$ cat src/hw/i2c_tx_consts.svh
// Purpose: constants of the I2C master transmit path
// Assumes: register index times four is the APB byte address
// Notes: the event and mask registers sit just above the status block
`ifndef I2C_TX_CONSTS_SVH
`define I2C_TX_CONSTS_SVH

// ----------------------------------------
// Register indices
// ----------------------------------------
`define BUS_CONTROL_ONE_IDX 16'hf078
`define BUS_STATUS_IDX 16'hf07c
`define TRANSMIT_BUFFER_IDX 16'hf07e
`define EVENT_STATUS_IDX 16'hf080
`define EVENT_MASK_IDX 16'hf081

// ----------------------------------------
// Field positions
// ----------------------------------------
`define MST_BIT 5
`define TRS_BIT 4
`define TX_BUFFER_EMPTY_FLAG_BIT 7
`define TX_END_FLAG_BIT 6
`define AL_BIT 2

// ----------------------------------------
// Reset values and link counts
// ----------------------------------------
`define BUS_CONTROL_ONE_RST 8'h00
`define BUS_STATUS_RST 8'h00
`define TRANSMIT_BUFFER_RST 8'hff
`define EVENT_RST 8'h00
`define DATA_BITS 4'h8

`endif

$ cat src/hw/i2c_tx_pkg.sv
// Purpose: shared types of the I2C master transmit path
// Assumes: nothing beyond the constants header
// Notes: mode enum order matches the two-bit select encoding
package i2c_tx_pkg;

   typedef enum logic [1:0] {
      SLAVE_RX,
      SLAVE_TX,
      MASTER_RX,
      MASTER_TX
   } op_mode_t;

   typedef enum logic [2:0] {
      REG_CTRL,
      REG_STAT,
      REG_TXB,
      REG_EV,
      REG_MASK,
      REG_NONE
   } reg_id_t;

   typedef enum logic {
      SH_IDLE,
      SH_SHIFT
   } shift_state_t;

   typedef struct packed {
      logic scl_rise;
      logic scl_fall;
      logic sda_lvl;
   } link_evt_t;

endpackage

$ cat src/hw/i2c_pin_sync.sv
// Purpose: two-stage synchroniser with edge pulses for one bus pin
// Assumes: pin is asynchronous to pclk
// Notes: first stage feeds only the second stage
`timescale 1ns/1ns
module i2c_pin_sync (
   // Clock and reset
   input wire logic pclk,
   input wire logic presetn,
   // Pin
   input wire logic pin,
   // Synchronised view
   output logic level,
   output logic rise,
   output logic fall
);
   logic meta_r;
   logic sync_r;
   logic prev_r;

   // Pins idle high on a pulled-up bus
   always_ff @(posedge pclk or negedge presetn) begin
      if (!presetn) begin
         meta_r <= 1'b1;
         sync_r <= 1'b1;
         prev_r <= 1'b1;
      end else begin
         meta_r <= pin;
         sync_r <= meta_r;
         prev_r <= sync_r;
      end
   end

   assign level = sync_r;
   assign rise = sync_r & ~prev_r;
   assign fall = ~sync_r & prev_r;
endmodule

$ cat src/hw/i2c_tx_shifter.sv
// Purpose: byte shifter driving SDA in master transmit
// Assumes: SCL edges come synchronised, start condition made elsewhere
// Notes: open-drain output, enable low pulls SDA low
`timescale 1ns/1ns
module i2c_tx_shifter
   import i2c_tx_pkg::*;
(
   // Clock and reset
   input wire logic pclk,
   input wire logic presetn,
   // Load from the transmit buffer
   input wire logic load,
   input wire logic [7:0] load_data,
   // Link view
   input i2c_tx_pkg::link_evt_t link,
   // Results
   output logic busy,
   output logic sda_oe_n,
   output logic ninth_rise,
   output logic arb_lost
);
   `include "i2c_tx_consts.svh"

   shift_state_t state_r;
   logic [7:0] shift_register;
   logic [3:0] cnt_r;
   logic seen_rise_r;

   always_ff @(posedge pclk or negedge presetn) begin
      if (!presetn) begin
         state_r <= SH_IDLE;
         shift_register <= 8'h00;
         cnt_r <= 4'h0;
         seen_rise_r <= 1'b0;
         sda_oe_n <= 1'b1;
         ninth_rise <= 1'b0;
         arb_lost <= 1'b0;
      end else begin
         ninth_rise <= 1'b0;
         arb_lost <= 1'b0;
         case (state_r)
            SH_IDLE: begin
               if (load) begin
                  state_r <= SH_SHIFT;
                  shift_register <= load_data;
                  cnt_r <= 4'h0;
                  seen_rise_r <= 1'b0;
                  sda_oe_n <= load_data[7];
               end
            end
            SH_SHIFT: begin
               if (link.scl_rise) begin
                  seen_rise_r <= 1'b1;
                  if (cnt_r == `DATA_BITS) begin
                     ninth_rise <= 1'b1;
                  end else if (sda_oe_n && !link.sda_lvl) begin
                     // Released a one but bus reads low
                     arb_lost <= 1'b1;
                     state_r <= SH_IDLE;
                     sda_oe_n <= 1'b1;
                  end
               end else if (link.scl_fall && seen_rise_r) begin
                  seen_rise_r <= 1'b0;
                  if (cnt_r == `DATA_BITS) begin
                     state_r <= SH_IDLE;
                     sda_oe_n <= 1'b1;
                  end else begin
                     cnt_r <= cnt_r + 4'h1;
                     shift_register <= {shift_register[6:0], 1'b0};
                     // Release for the acknowledge clock
                     sda_oe_n <= (cnt_r == `DATA_BITS - 4'h1) ? 1'b1 :
                                 shift_register[6];
                  end
               end
            end
            default: begin
               state_r <= SH_IDLE;
               sda_oe_n <= 1'b1;
            end
         endcase
      end
   end

   assign busy = (state_r != SH_IDLE);
endmodule

$ cat src/hw/i2c_master_transmit_path.sv
// Purpose: I2C master transmit path with APB register access
// Assumes: SCL is sampled from the pin; start and stop made elsewhere
// Notes: I2C format assumed throughout; receive path lives elsewhere
//
// What this block does
// - The master-select and transmit-select bits decode as 00 slave rx, 01 slave tx, 10 master rx, 11 master tx.
// - The buffer-empty flag sets when the buffered byte moves into the shift register.
// - The buffer-empty flag also sets whenever transmit-select is written to one.
// - The buffer-empty flag clears on a zero written after reading it as one, or on a buffer write.
// - The transmit-end flag sets at the ninth SCL rising edge while buffer-empty is one.
// - The transmit-end flag clears on a zero written after reading it as one, or on a buffer write.
// - The transmit buffer is an 8-bit read/write register holding the next byte.
// - When the shift register has room the buffered byte is copied in and shifted out.
// - The next byte may be written while the previous one is being moved to the shifter.
// - The transmit buffer resets to all ones.
// - Losing arbitration as master clears master-select and transmit-select.
//
// Design decision made here: register access over APB.
`timescale 1ns/1ns
module i2c_master_transmit_path
   import i2c_tx_pkg::*;
(
   // Clock and reset
   input wire logic pclk,
   input wire logic presetn,
   // APB slave
   input wire logic psel,
   input wire logic penable,
   input wire logic pwrite,
   input wire logic [17:0] paddr,
   input wire logic [31:0] pwdata,
   output logic [31:0] prdata,
   output logic pready,
   output logic pslverr,
   // I2C pins
   input wire logic scl_in,
   input wire logic sda_in,
   output logic sda_out,
   output logic sda_oe_n,
   // Status
   output i2c_tx_pkg::op_mode_t mode,
   output logic irq
);
   `include "i2c_tx_consts.svh"

   // ----------------------------------------
   // Helpers
   // ----------------------------------------
   function automatic reg_id_t reg_decode(input logic [17:0] addr);
      reg_id_t id;
      id = REG_NONE;
      // Misaligned or unlisted addresses stay REG_NONE and are refused
      if (addr[1:0] == 2'h0) begin
         case (addr[17:2])
            `BUS_CONTROL_ONE_IDX: id = REG_CTRL;
            `BUS_STATUS_IDX: id = REG_STAT;
            `TRANSMIT_BUFFER_IDX: id = REG_TXB;
            `EVENT_STATUS_IDX: id = REG_EV;
            `EVENT_MASK_IDX: id = REG_MASK;
            default: id = REG_NONE;
         endcase
      end
      return id;
   endfunction

   function automatic op_mode_t mode_decode(input logic master_select, input logic trs);
      op_mode_t m;
      case ({master_select, trs})
         2'b00: m = SLAVE_RX;
         2'b01: m = SLAVE_TX;
         2'b10: m = MASTER_RX;
         default: m = MASTER_TX;
      endcase
      return m;
   endfunction

   // ----------------------------------------
   // Declarations
   // ----------------------------------------
   logic [7:0] bus_control_one;
   logic [7:0] transmit_buffer;
   logic tx_buffer_empty_flag_r;
   logic tx_end_flag_r;
   logic al_r;
   logic [7:0] arm_r;
   logic [7:0] ev_r;
   logic [7:0] mask_r;
   logic [7:0] status_view;
   logic [7:0] rd_mux;
   reg_id_t sel_id;
   logic access;
   logic xfer;
   logic wr_ctrl;
   logic wr_stat;
   logic wr_txb;
   logic wr_ev;
   logic wr_mask;
   logic load;
   logic busy;
   logic ninth_rise;
   logic arb_lost;
   logic scl_rise;
   logic scl_fall;
   logic sda_lvl;
   link_evt_t link;
   logic set_tx_buffer_empty_flag;
   logic clr_tx_buffer_empty_flag_sw;
   logic clr_tx_end_flag_sw;
   logic clr_al_sw;
   logic [7:0] ev_set;

   // ----------------------------------------
   // Pin synchronisers and shifter
   // ----------------------------------------
   i2c_pin_sync u_scl_sync (
      .pclk(pclk),
      .presetn(presetn),
      .pin(scl_in),
      .level(),
      .rise(scl_rise),
      .fall(scl_fall)
   );

   i2c_pin_sync u_sda_sync (
      .pclk(pclk),
      .presetn(presetn),
      .pin(sda_in),
      .level(sda_lvl),
      .rise(),
      .fall()
   );

   // ----------------------------------------
   // Link events
   // ----------------------------------------
   // Both pins share one sync depth, so data and clock edges line up
   always_comb begin
      link = '0;
      link.scl_rise = scl_rise;
      link.scl_fall = scl_fall;
      link.sda_lvl = sda_lvl;
   end

   i2c_tx_shifter u_shifter (
      .pclk(pclk),
      .presetn(presetn),
      .load(load),
      .load_data(transmit_buffer),
      .link(link),
      .busy(busy),
      .sda_oe_n(sda_oe_n),
      .ninth_rise(ninth_rise),
      .arb_lost(arb_lost)
   );

   // Open drain: only low is ever driven
   // The enable alone decides the wire level
   always_ff @(posedge pclk or negedge presetn) begin
      if (!presetn) begin
         sda_out <= 1'b0;
      end else begin
         sda_out <= 1'b0;
      end
   end

   // ----------------------------------------
   // APB slave
   // ----------------------------------------
   // One wait state so that every output comes from a flip-flop
   assign sel_id = reg_decode(paddr);
   assign access = psel & penable & ~pready;
   assign xfer = psel & penable & pready;
   assign wr_ctrl = xfer & pwrite & (sel_id == REG_CTRL);
   assign wr_stat = xfer & pwrite & (sel_id == REG_STAT);
   assign wr_txb = xfer & pwrite & (sel_id == REG_TXB);
   assign wr_ev = xfer & pwrite & (sel_id == REG_EV);
   assign wr_mask = xfer & pwrite & (sel_id == REG_MASK);

   // Unused status bits read as zero
   assign status_view = {tx_buffer_empty_flag_r, tx_end_flag_r, 3'b000, al_r, 2'b00};

   always_comb begin
      case (sel_id)
         REG_CTRL: rd_mux = bus_control_one;
         REG_STAT: rd_mux = status_view;
         REG_TXB: rd_mux = transmit_buffer;
         REG_EV: rd_mux = ev_r;
         REG_MASK: rd_mux = mask_r;
         default: rd_mux = 8'h00;
      endcase
   end

   always_ff @(posedge pclk or negedge presetn) begin
      if (!presetn) begin
         pready <= 1'b0;
         pslverr <= 1'b0;
         prdata <= 32'h0000_0000;
      end else begin
         pready <= access;
         pslverr <= access & (sel_id == REG_NONE);
         if (access && !pwrite) begin
            prdata <= {24'h00_0000, rd_mux};
         end
      end
   end

   // Flags seen as one by a status read may later be cleared by zero
   // Any status write disarms all, so one status read arms at most one clearing write
   always_ff @(posedge pclk or negedge presetn) begin
      if (!presetn) begin
         arm_r <= 8'h00;
      end else if (access && !pwrite && sel_id == REG_STAT) begin
         arm_r <= status_view;
      end else if (wr_stat) begin
         arm_r <= 8'h00;
      end
   end

   assign clr_tx_buffer_empty_flag_sw = wr_stat & ~pwdata[`TX_BUFFER_EMPTY_FLAG_BIT] & arm_r[`TX_BUFFER_EMPTY_FLAG_BIT];
   assign clr_tx_end_flag_sw = wr_stat & ~pwdata[`TX_END_FLAG_BIT] & arm_r[`TX_END_FLAG_BIT];
   assign clr_al_sw = wr_stat & ~pwdata[`AL_BIT] & arm_r[`AL_BIT];

   // ----------------------------------------
   // Control and mode
   // ----------------------------------------
   always_ff @(posedge pclk or negedge presetn) begin
      if (!presetn) begin
         bus_control_one <= `BUS_CONTROL_ONE_RST;
      end else begin
         if (wr_ctrl) begin
            bus_control_one <= pwdata[7:0];
         end
         // Arbitration clear wins over a same-cycle control write
         if (arb_lost) begin
            bus_control_one[`MST_BIT] <= 1'b0;
            bus_control_one[`TRS_BIT] <= 1'b0;
         end
      end
   end

   // Registered so the mode output comes straight from a flop
   always_ff @(posedge pclk or negedge presetn) begin
      if (!presetn) begin
         mode <= SLAVE_RX;
      end else begin
         mode <= mode_decode(bus_control_one[`MST_BIT],
                             bus_control_one[`TRS_BIT]);
      end
   end

   // ----------------------------------------
   // Transmit buffer and load
   // ----------------------------------------
   always_ff @(posedge pclk or negedge presetn) begin
      if (!presetn) begin
         transmit_buffer <= `TRANSMIT_BUFFER_RST;
      end else if (wr_txb) begin
         transmit_buffer <= pwdata[7:0];
      end
   end

   // Load when in master transmit, byte pending and shifter free
   // A same-cycle arbitration loss must not start a new byte
   assign load = (mode_decode(bus_control_one[`MST_BIT], bus_control_one[`TRS_BIT])
                  == MASTER_TX) & ~tx_buffer_empty_flag_r & ~busy & ~arb_lost;

   // ----------------------------------------
   // Status flags
   // ----------------------------------------
   assign set_tx_buffer_empty_flag = load | (wr_ctrl & pwdata[`TRS_BIT]);

   // A buffer write in the load cycle keeps the new byte pending
   always_ff @(posedge pclk or negedge presetn) begin
      if (!presetn) begin
         tx_buffer_empty_flag_r <= 1'(`BUS_STATUS_RST >> `TX_BUFFER_EMPTY_FLAG_BIT);
      end else if (wr_txb) begin
         tx_buffer_empty_flag_r <= 1'b0;
      end else if (set_tx_buffer_empty_flag) begin
         tx_buffer_empty_flag_r <= 1'b1;
      end else if (clr_tx_buffer_empty_flag_sw) begin
         tx_buffer_empty_flag_r <= 1'b0;
      end
   end

   // Set wins over a same-cycle clear, so a transmit end is never lost
   always_ff @(posedge pclk or negedge presetn) begin
      if (!presetn) begin
         tx_end_flag_r <= 1'b0;
      end else if (ninth_rise && tx_buffer_empty_flag_r) begin
         tx_end_flag_r <= 1'b1;
      end else if (wr_txb || clr_tx_end_flag_sw) begin
         tx_end_flag_r <= 1'b0;
      end
   end

   // A loss is kept even if software clears in the same cycle
   always_ff @(posedge pclk or negedge presetn) begin
      if (!presetn) begin
         al_r <= 1'b0;
      end else if (arb_lost) begin
         al_r <= 1'b1;
      end else if (clr_al_sw) begin
         al_r <= 1'b0;
      end
   end

   // ----------------------------------------
   // Interrupts
   // ----------------------------------------
   always_comb begin
      ev_set = 8'h00;
      ev_set[`TX_BUFFER_EMPTY_FLAG_BIT] = set_tx_buffer_empty_flag & ~wr_txb & ~tx_buffer_empty_flag_r;
      ev_set[`TX_END_FLAG_BIT] = ninth_rise & tx_buffer_empty_flag_r;
      ev_set[`AL_BIT] = arb_lost;
   end

   // Write one clears; a new event in the same cycle wins
   always_ff @(posedge pclk or negedge presetn) begin
      if (!presetn) begin
         ev_r <= `EVENT_RST;
      end else if (wr_ev) begin
         ev_r <= (ev_r & ~pwdata[7:0]) | ev_set;
      end else begin
         ev_r <= ev_r | ev_set;
      end
   end

   // Mask shares the event layout
   always_ff @(posedge pclk or negedge presetn) begin
      if (!presetn) begin
         mask_r <= `EVENT_RST;
      end else if (wr_mask) begin
         mask_r <= pwdata[7:0];
      end
   end

   // Level output, one cycle behind the event bits
   always_ff @(posedge pclk or negedge presetn) begin
      if (!presetn) begin
         irq <= 1'b0;
      end else begin
         irq <= |(ev_r & mask_r);
      end
   end
endmodule

$ cat config.mk
export PLATFORM = sky130hd
export DESIGN_NAME = i2c_master_transmit_path
export DESIGN_NICKNAME = d
export VERILOG_FILES = /design/src/hw/i2c_tx_pkg.sv /design/src/hw/i2c_pin_sync.sv /design/src/hw/i2c_tx_shifter.sv /design/src/hw/i2c_master_transmit_path.sv
export VERILOG_INCLUDE_DIRS = /design/src /design/src/hw
export SDC_FILE = /design/constraint.sdc
export NUM_CORES = 1
export LEC_CHECK = 0
export BUFFER_PORTS_ARGS = -buffer_cell sky130_fd_sc_hd__buf_2
export CAP_MARGIN = 0
export CORE_ASPECT_RATIO = 2
export CORE_MARGIN = 2
export CORE_UTILIZATION = 54
export CTS_BUF_LIST = sky130_fd_sc_hd__clkbuf_8
export CTS_CLUSTER_SIZE = 10
export DETAILED_ROUTE_END_ITERATION = 12
export PLACE_DENSITY = 0.84
export SLEW_MARGIN = 40
export SYNTH_ARGS = -nofsm -noshare
export SYNTH_HDL_FRONTEND = slang
export SYNTH_SLANG_ARGS = --single-unit
$ cat constraint.sdc
create_clock -name pclk -period 2.4 [get_ports pclk]
set_clock_uncertainty 0.15 [all_clocks]
set_input_delay 0.12 -clock pclk [delete_from_list [all_inputs] [get_ports pclk]]
set_output_delay 0.12 -clock pclk [all_outputs]
set_load 0.03 [all_outputs]
==> out/metrics.yaml <==
clock_tree.root_cell: "clkbuf_8"
nets: 450
dr.pass1.iters: 4
grt_first_pass_wirelength_mm: 12.92
drc: 0
rows: 41
globalplace.congestion: 0.8977
setup_viol: 0
drt_iter0_drc: 119
grt_max_degree: 37
crit_type: "reg -> reg"
path_max_fanout: 4
clkSlewWorstSetupHoldPaths_ns: 0.07
synth_top_flop_cell: "dfrtp_1"
cp.arrival_ns: 2.31
synth.yosys.warnings: 0
cts_resized: 0
place_inst: 453
pin_count: 96
die_area_um2: 7236
rsz0062_at_grt: "false"
antenna_found_initial: 0
diodes: 0
die_x_um: 61.16
fin_cells: 482
drtAntennaViolNets: 0
finalCriticalPeriod_ns: 2.212
clk_latency_ns: 0.35
status: "complete, no violations"
grt-ovfl-total: 0
cts_tree: "done"
hpwlAfterDp_mm: 5.919
area_growth_pct: 19.11
power_density_nw_per_um2: 557.5
finalMaxSlewViolations: 0
postSynthAreaPerCell_um2: 11.24
seq_area_frac_synth_pct: 51.56
max_cap_violations: 0
synth_edf_count: 0
leakage_nw: 1.998
cts.sinks: 72
htreeDepth: 3
coreArea_um2: 6310
io_buffer_count: 46
cts_buffer_depth: 2
cp.required_ns: 2.50
synth-async-reset-ratio_pct: 100.0
grt_pass1_vias: 2730
min_path_type: "in -> async"
vias: 2740
start_util_pct: 55.92
ys_seq_elements: 72
routed_via_density: 5.685
drive_above_1_share_pct: 32.83
period_share_pct: 92.18
cts_buffers: 9
end_kind: "flip-flop"
start_kind: "flip-flop"
routed_wl_mm: 7.984
synthCells: 314
die_y_um: 118.3
r2r_cells: 7
grt_usage_pct: 24.29
post_drt_wl_per_cell_um: 16.56
finalSetupTns_ns: 0
hold_viol: 0
fmax_ghz: 0.4520
netlist_area_um2: 3528
synth_cell_types: 56
vdd_drop_max_uv: 472.9
## synthesized netlist by cell type (2+ instances only)
master    number  share of area, %
dfrtp_1       58                41
buf_4         25               5.3
mux2_2        22               7.0
inv_1         20               2.1
dfstp_2       14                10
a22o_1        13               3.2
a21oi_1       12               1.7
a22oi_1       12               2.6
nand2_1       12               1.3
clkbuf_1       9              0.96
nor3_1         9               1.3
o21ai_0        8               1.1
nor2_1         7              0.74
nand2b_1       6               1.1
nand3_1        6              0.85
o221ai_1       6               1.5
a21o_1         5               1.1
mux2i_1        5               1.4
nand3b_1       5               1.1
nand4_1        4              0.71
nor4_1         4              0.71
o221a_2        3              0.96
o22ai_1        3              0.53
o31ai_1        3              0.64
or2_2          3              0.53
or3_1          3              0.53
or4_1          3              0.64
a211oi_1       2              0.43
ha_1           2              0.71
nand4b_1       2              0.50
o21a_1         2              0.43
xnor2_1        2              0.50
## registers in the layout, indices dropped and copies added (netlist names), 2 cells and up
register / count
arm_r: 3
bus_control_one: 8
ev_r: 8
mask_r: 8
mode: 2
prdata: 8
transmit_buffer: 8
u_shifter.cnt_r: 4
u_shifter.shift_register: 7
## layer usage
| metal | global-route usage, % | wire (µm) | vias to the layer above |
|---|---|---|---|
| li1 | - | - | 1256 |
| met3 | 5.799 | 325 | 15 |
| met1 | 25.99 | 2839 | 1377 |
| met5 | 0 | 0 | - |
| met2 | 42.09 | 4625 | 92 |
| met4 | 11.68 | 195 | 0 |
## per-stage QoR
step                      util, %  area, µm²  hold WS, ns  setup slack [ns]  power, W
after floorplan                 -       3618      -0.3256            0.1981  0.001359
after global placement      61.39       3874     -0.07151           0.03323  0.001400
after CTS                   66.61       4203      0.07726            0.2028  0.002362
final                       66.61       4203      0.08857            0.1877  0.002343
after global routing        66.61       4203       0.1155            0.1171  0.002426
after detailed placement    61.39       3874     -0.06770           0.03014  0.001403
## where the power goes
| part | switching [W] | leakage, nW | internal (W) | total, W |
|---|---|---|---|---|
| logic | 0.000121 | 0.962 | 0.0000500 | 0.000171 |
| clock network | 0.000442 | 0.107 | 0.000504 | 0.000946 |
| registers | 0.00000325 | 0.928 | 0.00122 | 0.00123 |
| total | 0.000566 | 2.00 | 0.00178 | 0.00234 |
## cell type report
class                      instances  area (µm²)
timing repair buffer              78       515.5
fill                             511        2107
clock buffer                      10       137.6
tap                               86       107.6
multi-input combinational        210        1486
clock inverter                     6       61.31
inverter                          20       75.07
sequential                        72        1819
## logic make-up (layout without fill, tap and decap cells)
kind of cell    Yosys count  in the layout  synth area share [%]
other cells               1             25                0.1063
compound gates           76             76                 15.71
simple gates             78             78                 14.11
flops                    72             72                 51.56
mux                      27             27                 8.440
fa+ha+maj                 2              2                0.7091
xor+xnor                  2              2                0.4965
buf+inv                  56            114                 8.865
## layout by cell type (no fill, tap or decap), types with 3 or more instances in the layout
cell type and count:
dfrtp_1 58, buf_2 46, conb_1 25, mux2_2 22, inv_1 21, buf_4 18, dfstp_2 14, a22o_1 13
dlygate4sd3_1 13, nand2_1 12, a22oi_1 12, a21oi_1 12, clkbuf_8 10, nor3_1 9, o21ai_0 8, nor2_1 7
nand2b_1 6, nand3_1 6, o221ai_1 6, a21o_1 5, nand3b_1 5, mux2i_1 5, nand4_1 4, nor4_1 4
or2_2 3, or3_1 3, or4_1 3, o31ai_1 3, o221a_2 3, o22ai_1 3
## repair_timing
item                                   4_1_cts  5_1_grt
buffers inserted                             0        0
endpoints found under the hold margin      101        0
hold buffers                                13        0
## worst max-delay path: stages (launching register included)
cell and delay (ns):
dfrtp_1 0.38, inv_1 0.08, ha_1 0.22, and3b_1 0.23, or4_1 0.55, a21oi_1 0.24, o221ai_1 0.15, o31ai_1 0.10
## path summary, 6_finish.rpt
path	to	startpoint	slack, ns
min reg2reg	u_sda_sync.level	u_sda_sync.meta_r	0.20
max	u_shifter.sda_oe_n	u_shifter.cnt_r[0]	0.19
min	bus_control_one[2]	presetn	0.09
max reg2reg	u_shifter.sda_oe_n	u_shifter.cnt_r[0]	0.19
max in group asynchronous	transmit_buffer[7]	presetn	1.35
min in group pclk	pslverr	paddr[3]	0.10
(Power assumes the default switching activity.)
